--- src/dcff_pkg.sv ---
package dcff_pkg;
    localparam int DATA_W = 18;
    localparam int DEPTH = 64;
    localparam int IDX_W = 6;
    localparam int PTR_W = 7;
    localparam int ADDR_W = 8;
    localparam int INT_W = 6;

    localparam logic [ADDR_W-1:0] REG_CTRL = 8'h00;
    localparam logic [ADDR_W-1:0] REG_AE_OFS = 8'h04;
    localparam logic [ADDR_W-1:0] REG_AF_OFS = 8'h08;
    localparam logic [ADDR_W-1:0] REG_STATUS = 8'h0C;
    localparam logic [ADDR_W-1:0] REG_INT_STAT = 8'h10;
    localparam logic [ADDR_W-1:0] REG_INT_MASK = 8'h14;

    localparam logic [PTR_W-1:0] AE_OFS_RST = 7'h08;
    localparam logic [PTR_W-1:0] AF_OFS_RST = 7'h08;
    localparam logic [INT_W-1:0] INT_MASK_RST = 6'h00;
    localparam logic [1:0] PIN_SYNC_RST = 2'h1;

    localparam int CTRL_RETX = 0;
    localparam int SB_COUNT = 0;
    localparam int SB_EMPTY = 8;
    localparam int SB_AEMPTY = 9;
    localparam int SB_AFULL = 10;
    localparam int SB_FULL = 11;
    localparam int SB_SYNC = 12;
    localparam int SB_RECOV = 13;

    localparam int INT_FULL = 0;
    localparam int INT_EMPTY = 1;
    localparam int INT_AFULL = 2;
    localparam int INT_AEMPTY = 3;
    localparam int INT_OVER = 4;
    localparam int INT_UNDER = 5;

    localparam int CLK_NS = 10;
    localparam int RTR_NS = 12;
    localparam int RTR_CYC = (RTR_NS + CLK_NS - 1) / CLK_NS;
    localparam logic [1:0] RTR_LOAD = 2'(RTR_CYC - 1);

    typedef enum logic [0:0] {
        ST_RUN = 1'b0,
        ST_RECOVER = 1'b1
    } dcff_state_e;
endpackage

--- src/dcff_fifo.sv ---
// Our own choices: the register offsets and register access over APB.
`timescale 1ns/100ps
module dcff_fifo (
    input wire logic clk,
    input wire logic rst,
    input wire logic write_req,
    input wire logic [dcff_pkg::DATA_W-1:0] din,
    input wire logic read_req,
    input wire logic oe_n,
    input wire logic sync_flag_select,
    output logic [dcff_pkg::DATA_W-1:0] q,
    output logic q_oe,
    output logic full_flag_n,
    output logic empty_flag_n,
    output logic almost_empty_flag_n,
    output logic almost_full_flag_n,
    output logic write_expansion_out,
    output logic read_expansion_out,
    output logic irq,
    input wire logic psel,
    input wire logic penable,
    input wire logic pwrite,
    input wire logic [dcff_pkg::ADDR_W-1:0] paddr,
    input wire logic [31:0] pwdata,
    output logic [31:0] prdata,
    output logic pready,
    output logic pslverr
);
    import dcff_pkg::*;

    function automatic logic ae_low(input logic [PTR_W-1:0] cnt, input logic [PTR_W-1:0] ofs);
        return cnt < ofs;
    endfunction

    function automatic logic af_low(input logic [PTR_W-1:0] cnt, input logic [PTR_W-1:0] ofs);
        return ({1'b0, cnt} + {1'b0, ofs}) >= 8'(DEPTH + 1);
    endfunction

    logic apb_wr;

    function automatic logic reg_write(input logic [ADDR_W-1:0] a);
        return apb_wr && (paddr == a);
    endfunction

    // Pin synchronisers: oe_n in bit 0, flag select in bit 1
    logic [1:0] pin_s1;
    logic [1:0] pin_s2;

    always_ff @(posedge clk or posedge rst) begin
        if (rst) begin
            pin_s1 <= PIN_SYNC_RST;
            pin_s2 <= PIN_SYNC_RST;
        end else begin
            pin_s1 <= {sync_flag_select, oe_n};
            pin_s2 <= pin_s1;
        end
    end

    logic oe_n_s;
    logic async_mode;
    assign oe_n_s = pin_s2[0];
    assign async_mode = pin_s2[1];

    // Storage, no reset so it maps onto plain RAM
    logic [DATA_W-1:0] mem [DEPTH];
    logic [DATA_W-1:0] head_word;

    logic [PTR_W-1:0] wptr;
    logic [PTR_W-1:0] rptr;
    logic [PTR_W-1:0] count;
    logic [PTR_W-1:0] next_wptr;
    logic [PTR_W-1:0] next_rptr;
    logic [PTR_W-1:0] next_count;
    logic [1:0] rtr_cnt;
    logic [1:0] next_rtr_cnt;
    dcff_state_e state;
    dcff_state_e next_state;
    logic [DATA_W-1:0] next_q;
    logic next_q_oe;
    logic wr_ok;
    logic rd_ok;
    logic retx_go;

    logic [PTR_W-1:0] ae_ofs;
    logic [PTR_W-1:0] af_ofs;
    logic [PTR_W-1:0] next_ae_ofs;
    logic [PTR_W-1:0] next_af_ofs;
    logic [INT_W-1:0] int_stat;
    logic [INT_W-1:0] int_mask;
    logic [INT_W-1:0] next_int_stat;
    logic [INT_W-1:0] next_int_mask;
    logic [INT_W-1:0] int_ev;
    logic [INT_W-1:0] int_clr;

    assign count = wptr - rptr;
    assign head_word = mem[rptr[IDX_W-1:0]];
    assign apb_wr = psel & penable & pready & pwrite;

    always_comb begin
        retx_go = reg_write(REG_CTRL) & pwdata[CTRL_RETX];
        wr_ok = write_req & (count != PTR_W'(DEPTH));
        // Retransmit owns the read pointer in its cycle and during recovery
        rd_ok = read_req & (count != '0) & (state == ST_RUN) & ~retx_go;
        next_wptr = wr_ok ? wptr + PTR_W'(1) : wptr;
        next_rptr = rptr;
        if (retx_go) begin
            // Rewind to location 0; valid only up to one depth written since reset
            next_rptr = '0;
        end else if (rd_ok) begin
            next_rptr = rptr + PTR_W'(1);
        end
        next_count = next_wptr - next_rptr;
        next_state = state;
        next_rtr_cnt = rtr_cnt;
        case (state)
            ST_RUN: begin
                next_rtr_cnt = 2'h0;
            end
            ST_RECOVER: begin
                if (rtr_cnt == 2'h0) begin
                    next_state = ST_RUN;
                end else begin
                    next_rtr_cnt = rtr_cnt - 2'h1;
                end
            end
            default: begin
                next_state = ST_RUN;
            end
        endcase
        if (retx_go) begin
            next_state = ST_RECOVER;
            next_rtr_cnt = RTR_LOAD;
        end
        next_q = rd_ok ? head_word : q;
        next_q_oe = ~oe_n_s;
    end

    always_ff @(posedge clk) begin
        if (wr_ok) begin
            mem[wptr[IDX_W-1:0]] <= din;
        end
    end

    // Clocks may run during reset; every flop loads a constant here
    always_ff @(posedge clk or posedge rst) begin
        if (rst) begin
            wptr <= '0;
            rptr <= '0;
            state <= ST_RUN;
            rtr_cnt <= 2'h0;
            q <= '0;
            q_oe <= 1'b0;
        end else begin
            wptr <= next_wptr;
            rptr <= next_rptr;
            state <= next_state;
            rtr_cnt <= next_rtr_cnt;
            q <= next_q;
            q_oe <= next_q_oe;
        end
    end

    // Flags, expansion pulses and interrupt
    logic next_full_n;
    logic next_empty_n;
    logic next_ae_n;
    logic next_af_n;
    logic next_wxo;
    logic next_rxo;
    logic next_irq;

    always_comb begin
        // Full and empty always track the edge that moves the pointers
        next_full_n = next_count != PTR_W'(DEPTH);
        next_empty_n = next_count != '0;
        if (async_mode) begin
            next_ae_n = ~ae_low(next_count, ae_ofs);
            next_af_n = ~af_low(next_count, af_ofs);
        end else begin
            // One extra edge of latency, as with a skew shorter than the minimum
            next_ae_n = ~ae_low(count, ae_ofs);
            next_af_n = ~af_low(count, af_ofs);
        end
        next_wxo = wr_ok & (wptr[IDX_W-1:0] == IDX_W'(DEPTH - 1));
        next_rxo = rd_ok & (rptr[IDX_W-1:0] == IDX_W'(DEPTH - 1));
        int_ev = '0;
        int_ev[INT_FULL] = full_flag_n & ~next_full_n;
        int_ev[INT_EMPTY] = empty_flag_n & ~next_empty_n;
        int_ev[INT_AFULL] = almost_full_flag_n & ~next_af_n;
        int_ev[INT_AEMPTY] = almost_empty_flag_n & ~next_ae_n;
        int_ev[INT_OVER] = write_req & ~wr_ok;
        int_ev[INT_UNDER] = read_req & (count == '0);
        int_clr = reg_write(REG_INT_STAT) ? pwdata[INT_W-1:0] : '0;
        // Set beats clear so an event in the clear cycle survives
        next_int_stat = (int_stat & ~int_clr) | int_ev;
        next_irq = |(next_int_stat & next_int_mask);
    end

    always_ff @(posedge clk or posedge rst) begin
        if (rst) begin
            full_flag_n <= 1'b1;
            empty_flag_n <= 1'b0;
            almost_empty_flag_n <= 1'b0;
            almost_full_flag_n <= 1'b1;
            write_expansion_out <= 1'b0;
            read_expansion_out <= 1'b0;
            int_stat <= '0;
            irq <= 1'b0;
        end else begin
            full_flag_n <= next_full_n;
            empty_flag_n <= next_empty_n;
            almost_empty_flag_n <= next_ae_n;
            almost_full_flag_n <= next_af_n;
            write_expansion_out <= next_wxo;
            read_expansion_out <= next_rxo;
            int_stat <= next_int_stat;
            irq <= next_irq;
        end
    end

    // APB slave: one wait state, answer registered
    logic [31:0] rd_mux;
    logic hit;
    logic [31:0] next_prdata;
    logic next_pready;
    logic next_pslverr;

    always_comb begin
        rd_mux = 32'h0;
        hit = 1'b1;
        case (paddr)
            REG_CTRL: begin
                rd_mux = 32'h0;
            end
            REG_AE_OFS: begin
                rd_mux[PTR_W-1:0] = ae_ofs;
            end
            REG_AF_OFS: begin
                rd_mux[PTR_W-1:0] = af_ofs;
            end
            REG_STATUS: begin
                rd_mux[SB_COUNT +: PTR_W] = count;
                rd_mux[SB_EMPTY] = ~empty_flag_n;
                rd_mux[SB_AEMPTY] = ~almost_empty_flag_n;
                rd_mux[SB_AFULL] = ~almost_full_flag_n;
                rd_mux[SB_FULL] = ~full_flag_n;
                rd_mux[SB_SYNC] = ~async_mode;
                rd_mux[SB_RECOV] = state == ST_RECOVER;
            end
            REG_INT_STAT: begin
                rd_mux[INT_W-1:0] = int_stat;
            end
            REG_INT_MASK: begin
                rd_mux[INT_W-1:0] = int_mask;
            end
            default: begin
                hit = 1'b0;
            end
        endcase
        next_pready = psel & penable & ~pready;
        next_prdata = 32'h0;
        next_pslverr = 1'b0;
        if (next_pready) begin
            next_prdata = pwrite ? 32'h0 : rd_mux;
            next_pslverr = ~hit;
        end
        next_ae_ofs = reg_write(REG_AE_OFS) ? pwdata[PTR_W-1:0] : ae_ofs;
        next_af_ofs = reg_write(REG_AF_OFS) ? pwdata[PTR_W-1:0] : af_ofs;
        next_int_mask = reg_write(REG_INT_MASK) ? pwdata[INT_W-1:0] : int_mask;
    end

    always_ff @(posedge clk or posedge rst) begin
        if (rst) begin
            prdata <= 32'h0;
            pready <= 1'b0;
            pslverr <= 1'b0;
            ae_ofs <= AE_OFS_RST;
            af_ofs <= AF_OFS_RST;
            int_mask <= INT_MASK_RST;
        end else begin
            prdata <= next_prdata;
            pready <= next_pready;
            pslverr <= next_pslverr;
            ae_ofs <= next_ae_ofs;
            af_ofs <= next_af_ofs;
            int_mask <= next_int_mask;
        end
    end
endmodule

--- config.mk ---
export PLATFORM = sky130hd
export DESIGN_NAME = dcff_fifo
export DESIGN_NICKNAME = d
export VERILOG_FILES = /design/src/dcff_pkg.sv /design/src/dcff_fifo.sv
export SDC_FILE = /design/constraint.sdc
export NUM_CORES = 1
export LEC_CHECK = 0
export ABC_AREA = 1
export BUFFER_PORTS_ARGS = -buffer_cell sky130_fd_sc_hd__buf_2
export CORE_UTILIZATION = 50
export DETAILED_ROUTE_END_ITERATION = 16
export PLACE_DENSITY = 0.69
export RECOVER_POWER = 100
export REMOVE_ABC_BUFFERS = 1
export SETUP_SLACK_MARGIN = 0.15
export SLEW_MARGIN = 10
export SYNTH_ARGS = -nofsm -noshare
export SYNTH_HDL_FRONTEND = slang
export SYNTH_SLANG_ARGS = --single-unit
--- constraint.sdc ---
create_clock -name clk -period 5.6 [get_ports clk]
set_input_delay 0.84 -clock clk [delete_from_list [all_inputs] [get_ports clk]]
set_output_delay 0.84 -clock clk [all_outputs]
set_load 0.05 [all_outputs]
* After elaboration in Yosys (flattened, before gate mapping)
Memory sizes are Yosys's and may differ from the RTL's. A register that Yosys moved wholly into a read port is not among the register bits.
Index checks and enable logic that the tools add are counted.
** Operators by class
- Muxes and demuxes :: 22
- Eq/ne operators :: 10
- Bitwise gates (word level) :: 40
- $add $sub $neg :: 7
- $lt $le $gt $ge :: 4
- Reduce and logical (&&, ||, !) cells :: 12
** Operators by type and width (number)
- $pmux 6 s5 :: 1
- $mux 14 :: 2
- $mux 7 :: 3
- $not 1->1 :: 19
- $mux 6 :: 3
- $and 1x1->1 :: 17
- $add 7x7->8 :: 2
- $eq 8x4->1 const B :: 2
- $eq 8x5->1 const B :: 2
- $ge 8x7->1 const B :: 2
- $add 7x1->7 const B :: 2
- $lt 7x7->1 :: 2
- $ne 7x7->1 const B :: 2
- $reduce_bool 7->1 :: 2
- $sub 7x7->7 :: 2
- $and 6x6->6 :: 2
- $eq 6x6->1 const B :: 2
- $reduce_or 6->1 :: 2
- $mux 1 :: 9
- $eq 8x3->1 const B :: 1
- $logic_not 8->1 :: 1
- $logic_not 7->1 :: 1
- $not 6->6 :: 1
- $or 6x6->6 :: 1
- other kinds (7) :: 12
** Word-level totals
- Input bits :: 67
- Output and inout port bits :: 60
- Memory bits (writable) :: 1152
- Memories :: 1
- Register bits :: 89
** Memories
- mem :: words 64, bits a word 18, read ports 1, clocked after memory_dff 1, write ports 1, line dcff_fifo.sv:65 : logic [DATA_W-1:0] mem [DEPTH];

* Logic depth before layout (Yosys ltp)
Gate-level depths: netlist of the first run.
- Depth after elaboration :: 19
- Depth in mapped cells :: 43

* Worst setup path after synthesis of the first run
Ideal clock, no wire load.
- Path kind :: register to register
- Start point :: register rptr[1]
- End point :: register irq
- Setup time :: 0.124 ns
- Path slack :: 0.283 ns
- Data arrival time :: 5.192 ns
- Path buffers :: 5
- Cell stages (with the launch flop) :: 40
- Cell sequence :: dfrtp_1 -> buf_2 -> inv_2 -> buf_2 -> buf_2 -> clkbuf_1 -> fa_1 -> inv_1 -> nand2_1 -> nor2_4 -> nand3_4 -> nor2_8 -> nand3_4 -> nand3_4 -> clkbuf_1 -> a21oi_1 -> ha_1 -> fa_1 -> [... 4 more ...] -> nor2_1 -> nor2_1 -> nor2_1 -> nor2_1 -> nand3_1 -> nand2_2 -> ha_1 -> nand2_1 -> inv_1 -> nand4_1 -> o2111ai_1 -> nand2_1 -> nand2_1 -> nand2_1 -> a22oi_1 -> nand2_1 -> nor2_1 -> nand3_1
** RTL lines
- from (decl) :: line dcff_fifo.sv:69 : logic [PTR_W-1:0] rptr;
- from (signal assigned) :: line dcff_fifo.sv:155 : rptr <= next_rptr;
- $sub 7x7->7 :: line dcff_fifo.sv:95 : assign count = wptr - rptr;
- $reduce_bool 7->1 :: line dcff_fifo.sv:103 : rd_ok = read_req & (count != '0) & (state == ST_RUN) & ~retx_go;
- $and 1x1->1 (3 in series) :: line dcff_fifo.sv:103
- $mux 7 :: line dcff_fifo.sv:109 : end else if (rd_ok) begin
- $mux 7 :: line dcff_fifo.sv:106 : if (retx_go) begin
- net next_rptr[0] :: line dcff_fifo.sv:72 : logic [PTR_W-1:0] next_rptr;
- $sub 7x7->7 :: line dcff_fifo.sv:112 : next_count = next_wptr - next_rptr;
- $lt 7x7->1 :: line dcff_fifo.sv:32 : return cnt < ofs;
- $not 1->1 :: line dcff_fifo.sv:177 : next_ae_n = ~ae_low(next_count, ae_ofs);
- $mux 1 :: line dcff_fifo.sv:176 : if (async_mode) begin
- $not 1->1 :: line dcff_fifo.sv:190 : int_ev[INT_AEMPTY] = almost_empty_flag_n & ~next_ae_n;
- $and 1x1->1 :: line dcff_fifo.sv:190
- $or 6x6->6 :: line dcff_fifo.sv:195 : next_int_stat = (int_stat & ~int_clr) | int_ev;
- net next_int_stat[3] :: line dcff_fifo.sv:90 : logic [INT_W-1:0] next_int_stat;
- $and 6x6->6 :: line dcff_fifo.sv:196 : next_irq = |(next_int_stat & next_int_mask);
- $reduce_or 6->1 :: line dcff_fifo.sv:196
- net next_irq :: line dcff_fifo.sv:170 : logic next_irq;
- to (signal assigned) :: line dcff_fifo.sv:217 : irq <= next_irq;
- to (decl) :: line dcff_fifo.sv:19 : output logic irq,
The timed path passes the listed nets, and every way through them passes these cells.
A chain may end at the register's enable or synchronous reset.

* Worst setup path after layout of the first run
- Start point :: register rptr[0]
- End point :: register irq
** Between the ends
- Word-level cells in the longest chain between the ends :: 17
** Ends and longest elaborated chain
- $sub 7x7->7 :: line dcff_fifo.sv:95
- $reduce_bool 7->1 :: line dcff_fifo.sv:103
- $and 1x1->1 (3 in series) :: line dcff_fifo.sv:103
- $mux 7 (*) :: line dcff_fifo.sv:109
- $mux 7 (*) :: line dcff_fifo.sv:106
- net next_rptr[2] :: line dcff_fifo.sv:72
- $sub 7x7->7 (*) :: line dcff_fifo.sv:112
- $add 7x7->8 (*) :: line dcff_fifo.sv:36 : return ({1'b0, cnt} + {1'b0, ofs}) >= 8'(DEPTH + 1);
- [... 2 more ...]
- $mux 1 (*) :: line dcff_fifo.sv:176
- $not 1->1 (*) :: line dcff_fifo.sv:189 : int_ev[INT_AFULL] = almost_full_flag_n & ~next_af_n;
- $and 1x1->1 (*) :: line dcff_fifo.sv:189
- $or 6x6->6 (*) :: line dcff_fifo.sv:195
- net next_int_stat[2] :: line dcff_fifo.sv:90
- $and 6x6->6 (*) :: line dcff_fifo.sv:196
- $reduce_or 6->1 (*) :: line dcff_fifo.sv:196
- net next_irq :: line dcff_fifo.sv:170
The timed path passes the listed nets; every way through them passes the cells marked *.

==> results.cfg, run 1 <==
[outcome]
status = complete, but fails checks
violations = max-capacitance violations, max-slew violations

[worst_setup_path]
crit_family = simple AND/OR/NAND/NOR gates
arrival_ns = 5.79
crit_type = flip-flop to flip-flop
worst_path_most_repeated_cell = nand2_1
worstSetupEndpointType = flip-flop
path_buf_inv = 6
cp_slowest_cell = dfrtp_4
cp-start-kind = flip-flop
worstPathMaxFanout = 4
cp.required_ns = 6.17
worst_path_largest_cell_delay_ns = 0.49

[timing]
tightest_slew_ns = 3.40
setup_tns_ns = 0
postLayoutSetupSlackWorst_ns = 0.384
maxSlewViolCount = 1575
fmax_mhz = 192
rsz0062_at_grt = no
finClkSkew_ns = 0.0265
hold_ws_ns = 0.245
hold_viol = 0
period_share = 0.931
min_period_ns = 5.22
setup_viol = 0
relSlewSlack = -1.27

[grt]
antenna_found_initial = 0
grt_pass1_wl_um = 196000
grtUsageTotal = 0.254
grt_start_max_net_pins = 187
grt_pass1_vias = 31341
grt_overflow = 0

[cts]
cts.clk_slew.worst_paths_ns = 0.06
cts.sinks = 1240
cts_max_path_buffers = 3
worstSkewPairLatency_ns = 0.70
cts_root_buf = clkbuf_16
htreeDepth = 3
cts_tree = yes
numCtsBuffers = 114

[routing]
wl_per_cell_um = 23.2
drtIter0Drc = 3869
postRouteAntennaNets = 0
vias_per_cell = 5.91
wirelength_um = 131000
vias = 33348
drc = 0
dr.pass1.iters = 5

[floorplan]
die_width_um = 320
core_area_sq_mm = 0.100
start_util = 0.506
die_area_sq_mm = 0.103
placementRows = 116
ioPinCount = 127
die_h_um = 320

[synthesis]
synth_edf_count = 1152
synth-async-reset-ratio = 0.0710
yosysWarnings = 0
synth_common_cells = edfxtp_1, nor2_1, o21ai_0
ys_types = 56
yosysMostFrequentCell = edfxtp_1
synth.avg_cell_area_sq_um = 12.3
syn-cell-area_sq_mm = 0.0507
synthTopCellsByArea = edfxtp_1, o21ai_0, nor2_1
synth.ff_latch_count = 1240
ys.flop_type = edfxtp_1
netlist.area_leader.share = 0.682
ys_seq_area_frac = 0.726
yosysTopAreaCell = edfxtp_1
synthesis.instances = 4113

[cells_and_area]
fin_area_sq_mm = 0.0563
diodes = 0
seqCellArea_sq_mm = 0.0368
multiInputGateArea_sq_mm = 0.0125
fill_cells = 8101
drive_gt1_frac = 0.0887
syn_to_final_growth_pct = 11.1
final_util = 0.562
fin_nets = 4312

[power_and_ir_drop]
p_per_area_mw_per_mm2 = 507
p_leak_nw = 18.8
peakVddDrop_v = 0.000363

[placement]
dpl_cell_area_sq_mm = 0.0529
routabilityCongestion = 0.882
dpl_worst_slack_ns = -0.00333
hpwl_um = 69600
port-buffer-count = 82

[flow_run]
maxCapViolations = 35

[worst_hold_path]
hold_class = primary input to flip-flop
[metal layers]
layer,routed length [um],global-route usage,vias to the layer above,part of all wire
met4,4390,0.0873,0,0.033
li1,-,-,15109,-
met5,0,0,-,0
met1,53700,0.362,16365,0.41
met2,60600,0.400,1664,0.46
met3,12400,0.0386,210,0.094
[sequential cells by signal, summed over array words and instances (netlist names), 6 cells and up]
| name | flops |
|---|---|
| af_ofs | 7 |
| wptr | 7 |
| int_stat | 6 |
| prdata | 13 |
| rptr | 7 |
| int_mask | 6 |
| q | 18 |
| ae_ofs | 7 |
| mem | 1152 |
[worst paths after layout]
path	cells past startpoint	end	from	slack, ns
min	1	pin_s1[0]	oe_n	0.25
max in group asynchronous	3	rptr[0]	rst	1.83
max	35	irq	rptr[0]	0.38
min reg2reg	0	pin_s2[1]	pin_s1[1]	0.35
min in group asynchronous	2	prdata[11]	rst	1.06
max reg2reg	35	irq	rptr[0]	0.38
[worst register-to-register path: cells and delay by family (launching register included)]
kind | cells | cell delay (ns)
AOI/OAI and AO/OA | 4 | 0.64
xor gates and xnor gates | 2 | 0.29
adders and majority gates | 4 | 1.24
buffers and inverters | 6 | 0.53
DFF | 1 | 0.49
and+or+nand+nor | 19 | 1.91
[layout by cell type (no fill, tap or decap), types with 7 or more instances in the layout]
cell type	n
buf_4	52
nor3_1	25
clkbuf_1	140
inv_1	89
nand3_1	48
o21ai_1	16
o32ai_1	9
o21ai_0	620
nor2_1	697
clkinv_2	22
o22ai_1	250
edfxtp_1	1152
bufinv_16	11
conb_1	19
o2111ai_1	8
ha_1	35
clkinv_1	26
clkbuf_16	117
nor2_2	37
a211oi_1	12
o31ai_1	14
clkinvlp_4	9
a21oi_1	119
inv_2	8
dfrtp_1	78
buf_12	7
xor2_1	10
nand4_1	11
buf_2	40
nand2_1	469
[cells by family (layout without fill, tap and decap cells)]
kind of cell	after synthesis	after routing	synth area share
other	1	19	0.0000740
adders and majority gates	45	45	0.0117
buffers and inverters	381	535	0.0323
and+or+nand+nor	1326	1326	0.105
xor gates and xnor gates	15	15	0.00259
DFF	1240	1240	0.726
AOI/OAI and AO/OA	1105	1105	0.122
[final cells by class]
cell class                      instances  area share
Sequential cell                      1240       0.654
Multi-Input combinational cell       2510       0.223
Clock buffer                          134      0.0536
Tap cell                             1357      0.0301
Timing Repair Buffer                  228      0.0217
Clock inverter                         67      0.0110
Inverter                              106     0.00735
[power by group]
| part | internal [mW] | switching [mW] | total [mW] |
|---|---|---|---|
| registers | 10.6 | 0.193 | 10.8 |
| clock network | 4.33 | 3.32 | 7.65 |
| logic | 2.93 | 7.16 | 10.1 |
[through the flow]
| step | power (mW) | instances |
|---|---|---|
| finish | 28.5 | 5642 |
| detailed placement | 20.7 | 5431 |
| global placement | 20.5 | 5431 |
| CTS | 28.3 | 5632 |
| floorplan | 17.3 | 3856 |
| global route | 29.8 | 5642 |
[timing repair]
action	4_1_cts	5_1_grt
pin swaps	0	27
gates resized for setup	2	37
setup buffers	0	10
endpoints found under the setup margin	1	2
hold buffers	0	0
Power figures use the tool's default switching activity.
==> run 2, diff against run 1 <==
Settings changed: ABC_AREA 1 to default, CTS_CLUSTER_SIZE from default to 25.
==> run 2 against run 1 <==
Net effect: critical path depth shrank 6; flip-flop and latch count did not move; cell area grew 1.1%; largest cell class unchanged; sequential share of layout area shrank 0.74 points; the run ends with max-capacitance violations, max-slew violations, negative setup slack left; highest routed layer is now met5; critical endpoint unchanged; non-clock buffer count up 62; power grew 9.1%; clock power up 5.1%; first-iteration DRC count decreased by 22%.
==> results.cfg, run 2 <==
[synthesis]
ys_seq_area_frac = 0.741
ys_types = 86
synth.ff_latch_count = 1240
synth.avg_cell_area_sq_um = 18.1
synth-async-reset-ratio = 0.0710
netlist.area_leader.share = 0.697
yosysTopAreaCell = edfxtp_1
syn-cell-area_sq_mm = 0.0496
synthesis.instances = 2737
yosysWarnings = 0
synth_edf_count = 1152
yosysMostFrequentCell = edfxtp_1
synth_common_cells = edfxtp_1, mux2i_1, o221ai_1
ys.flop_type = edfxtp_1
synthTopCellsByArea = edfxtp_1, mux4_2, mux2i_1

[worst_setup_path]
arrival_ns = 6.18
cp-start-kind = flip-flop
cp.required_ns = 6.14
crit_family = compound AO/OA/AOI/OAI gates
reg2reg_depth = 29
worst_path_largest_cell_delay_ns = 0.42
cp_slowest_cell = dfrtp_4
timing.rr.end = irq
regToRegSetupSlack_ns = -0.04
rr_startpoint = rptr[1]
path_buf_inv = 3
worstSetupEndpointType = flip-flop
worstPathMaxFanout = 5
crit_type = flip-flop to flip-flop

[routing]
vias_per_cell = 6.25
dr.pass1.iters = 5
drc = 0
drtIter0Drc = 3031
wirelength_um = 124000
wl_per_cell_um = 28.3
vias = 27389
postRouteAntennaNets = 0

[power_and_ir_drop]
peakVddDrop_v = 0.000359
p_per_area_mw_per_mm2 = 547
power_mw = 31.1
p_leak_nw = 19.4

[cells_and_area]
multiInputGateArea_sq_mm = 0.0125
fin_nets = 3107
syn_to_final_growth_pct = 14.8
final_cell_mix = edfxtp_1, mux2i_1, buf_4
stdcell_count = 4384
seqCellArea_sq_mm = 0.0368
largest_register_ffs = 1152
final_common_cell = edfxtp_1
fill_cells = 7272
drive_gt1_frac = 0.242

[worst_hold_path]
hold_depth = 1
min_from = oe_n
hold_class = primary input to flip-flop
hold_end = pin_s1[0]

[floorplan]
die_h_um = 317
placementRows = 115
die_width_um = 317
start_util = 0.504
ioPinCount = 127
die_area_sq_mm = 0.101
core_area_sq_mm = 0.0984

[cts]
cts_tree = yes
worstSkewPairLatency_ns = 0.72
cts.sinks = 1240
htreeDepth = 3
numCtsBuffers = 118
cts_root_buf = clkbuf_16
cts_max_path_buffers = 3
cts.clk_slew.worst_paths_ns = 0.07
hold_buffers = 0

[grt]
grt_overflow = 0
grt_start_max_net_pins = 117
grt_pass1_wl_um = 181000
grt_pass1_vias = 27407
antenna_found_initial = 5
grtUsageTotal = 0.250

[placement]
dpl_worst_slack_ns = -0.581
hpwl_um = 70200
port-buffer-count = 82
routabilityCongestion = 0.884
dp_cells = 4141

[timing]
maxSlewViolCount = 1183
setup_tns_ns = -0.0409
finClkSkew_ns = 0.0483
period_share = 1.01
min_period_ns = 5.64
postLayoutSetupSlackWorst_ns = -0.0409
hold_viol = 0
tightest_slew_ns = 3.40
relSlewSlack = -1.26
fmax_mhz = 177
setup_viol = 1
rsz0062_at_grt = yes

[outcome]
status = complete, but fails checks
violations = max-capacitance violations, max-slew violations, negative setup slack

[flow_run]
maxCapViolations = 20
==> run 2: cell types whose count changed in the layout (fill, tap and decap cells not counted), moves of 144 or more <==
cell / delta
o22ai_1: -177
nor2_1: -648
o21ai_0: -607
mux4_2: +144
mux2i_1: +290
nand2_1: -418
==> run 2: worst max-delay path by stage <==
stage | cells past startpoint | from | endpoint | slack, ns
2_1_floorplan | 29 | rptr[0] | irq | -15.04
3_3_place_gp | 31 | wptr[0] | irq | -0.47
3_5_place_dp | 31 | wptr[0] | irq | -0.58
4_1_cts | 29 | rptr[1] | irq | 0.001
5_1_grt | 29 | rptr[1] | irq | -0.36
6_report | 29 | rptr[1] | irq | -0.04
==> run 2: through the flow <==
stage | area, sq um | util | hold WS [ns]
2_1_floorplan | 48900 | - | 0.331
5_1_grt | 57000 | 0.579 | 0.244
3_3_place_gp | 52600 | 0.534 | 0.337
4_1_cts | 56800 | 0.577 | 0.175
6_report | 57000 | 0.579 | 0.259
3_5_place_dp | 52600 | 0.534 | 0.341
==> run 2: cells by family (layout without fill, tap and decap cells) <==
family	count (synthesis)	count (layout)	synth area share
AOI/OAI and AO/OA	400	400	0.0584
xor gates and xnor gates	23	23	0.00474
adders and majority gates	45	45	0.0119
buffers and inverters	210	550	0.0184
DFF	1240	1240	0.741
muxes	460	460	0.130
other	1	21	0.0000755
and+or+nand+nor	358	358	0.0353
==> run 2: cell type report <==
class | count | share of cell area
Clock buffer | 140 | 0.0546
Tap cell | 1287 | 0.0283
Clock inverter | 80 | 0.0144
Multi-Input combinational cell | 1305 | 0.219
Timing Repair Buffer | 290 | 0.0349
Antenna cell | 2 | 0.0000878
Inverter | 40 | 0.00272
Sequential cell | 1240 | 0.646
==> run 2: report_power, final <==
part	total [mW]	leakage (nW)	internal, mW	switching [mW]
clock network	8.04	1.93	4.64	3.40
registers	10.8	11.5	10.6	0.200
logic	12.3	6.00	5.06	7.22
total	31.1	19.4	20.3	10.8
==> run 2: what timing repair did <==
action	in CTS	in global routing
pin swaps	28	17
endpoints found under the hold margin	0	0
setup buffers	11	7
cloned	0	0
gates resized for setup	35	33
endpoints found under the setup margin	5	11
==> run 2: metal layers <==
layer,global-route usage,vias to the layer above,wire length [um]
li1,-,11676,-
met1,0.357,14265,51100
met2,0.397,1241,59100
met3,0.0425,197,10700
met4,0.0781,10,3290
met5,0,-,62
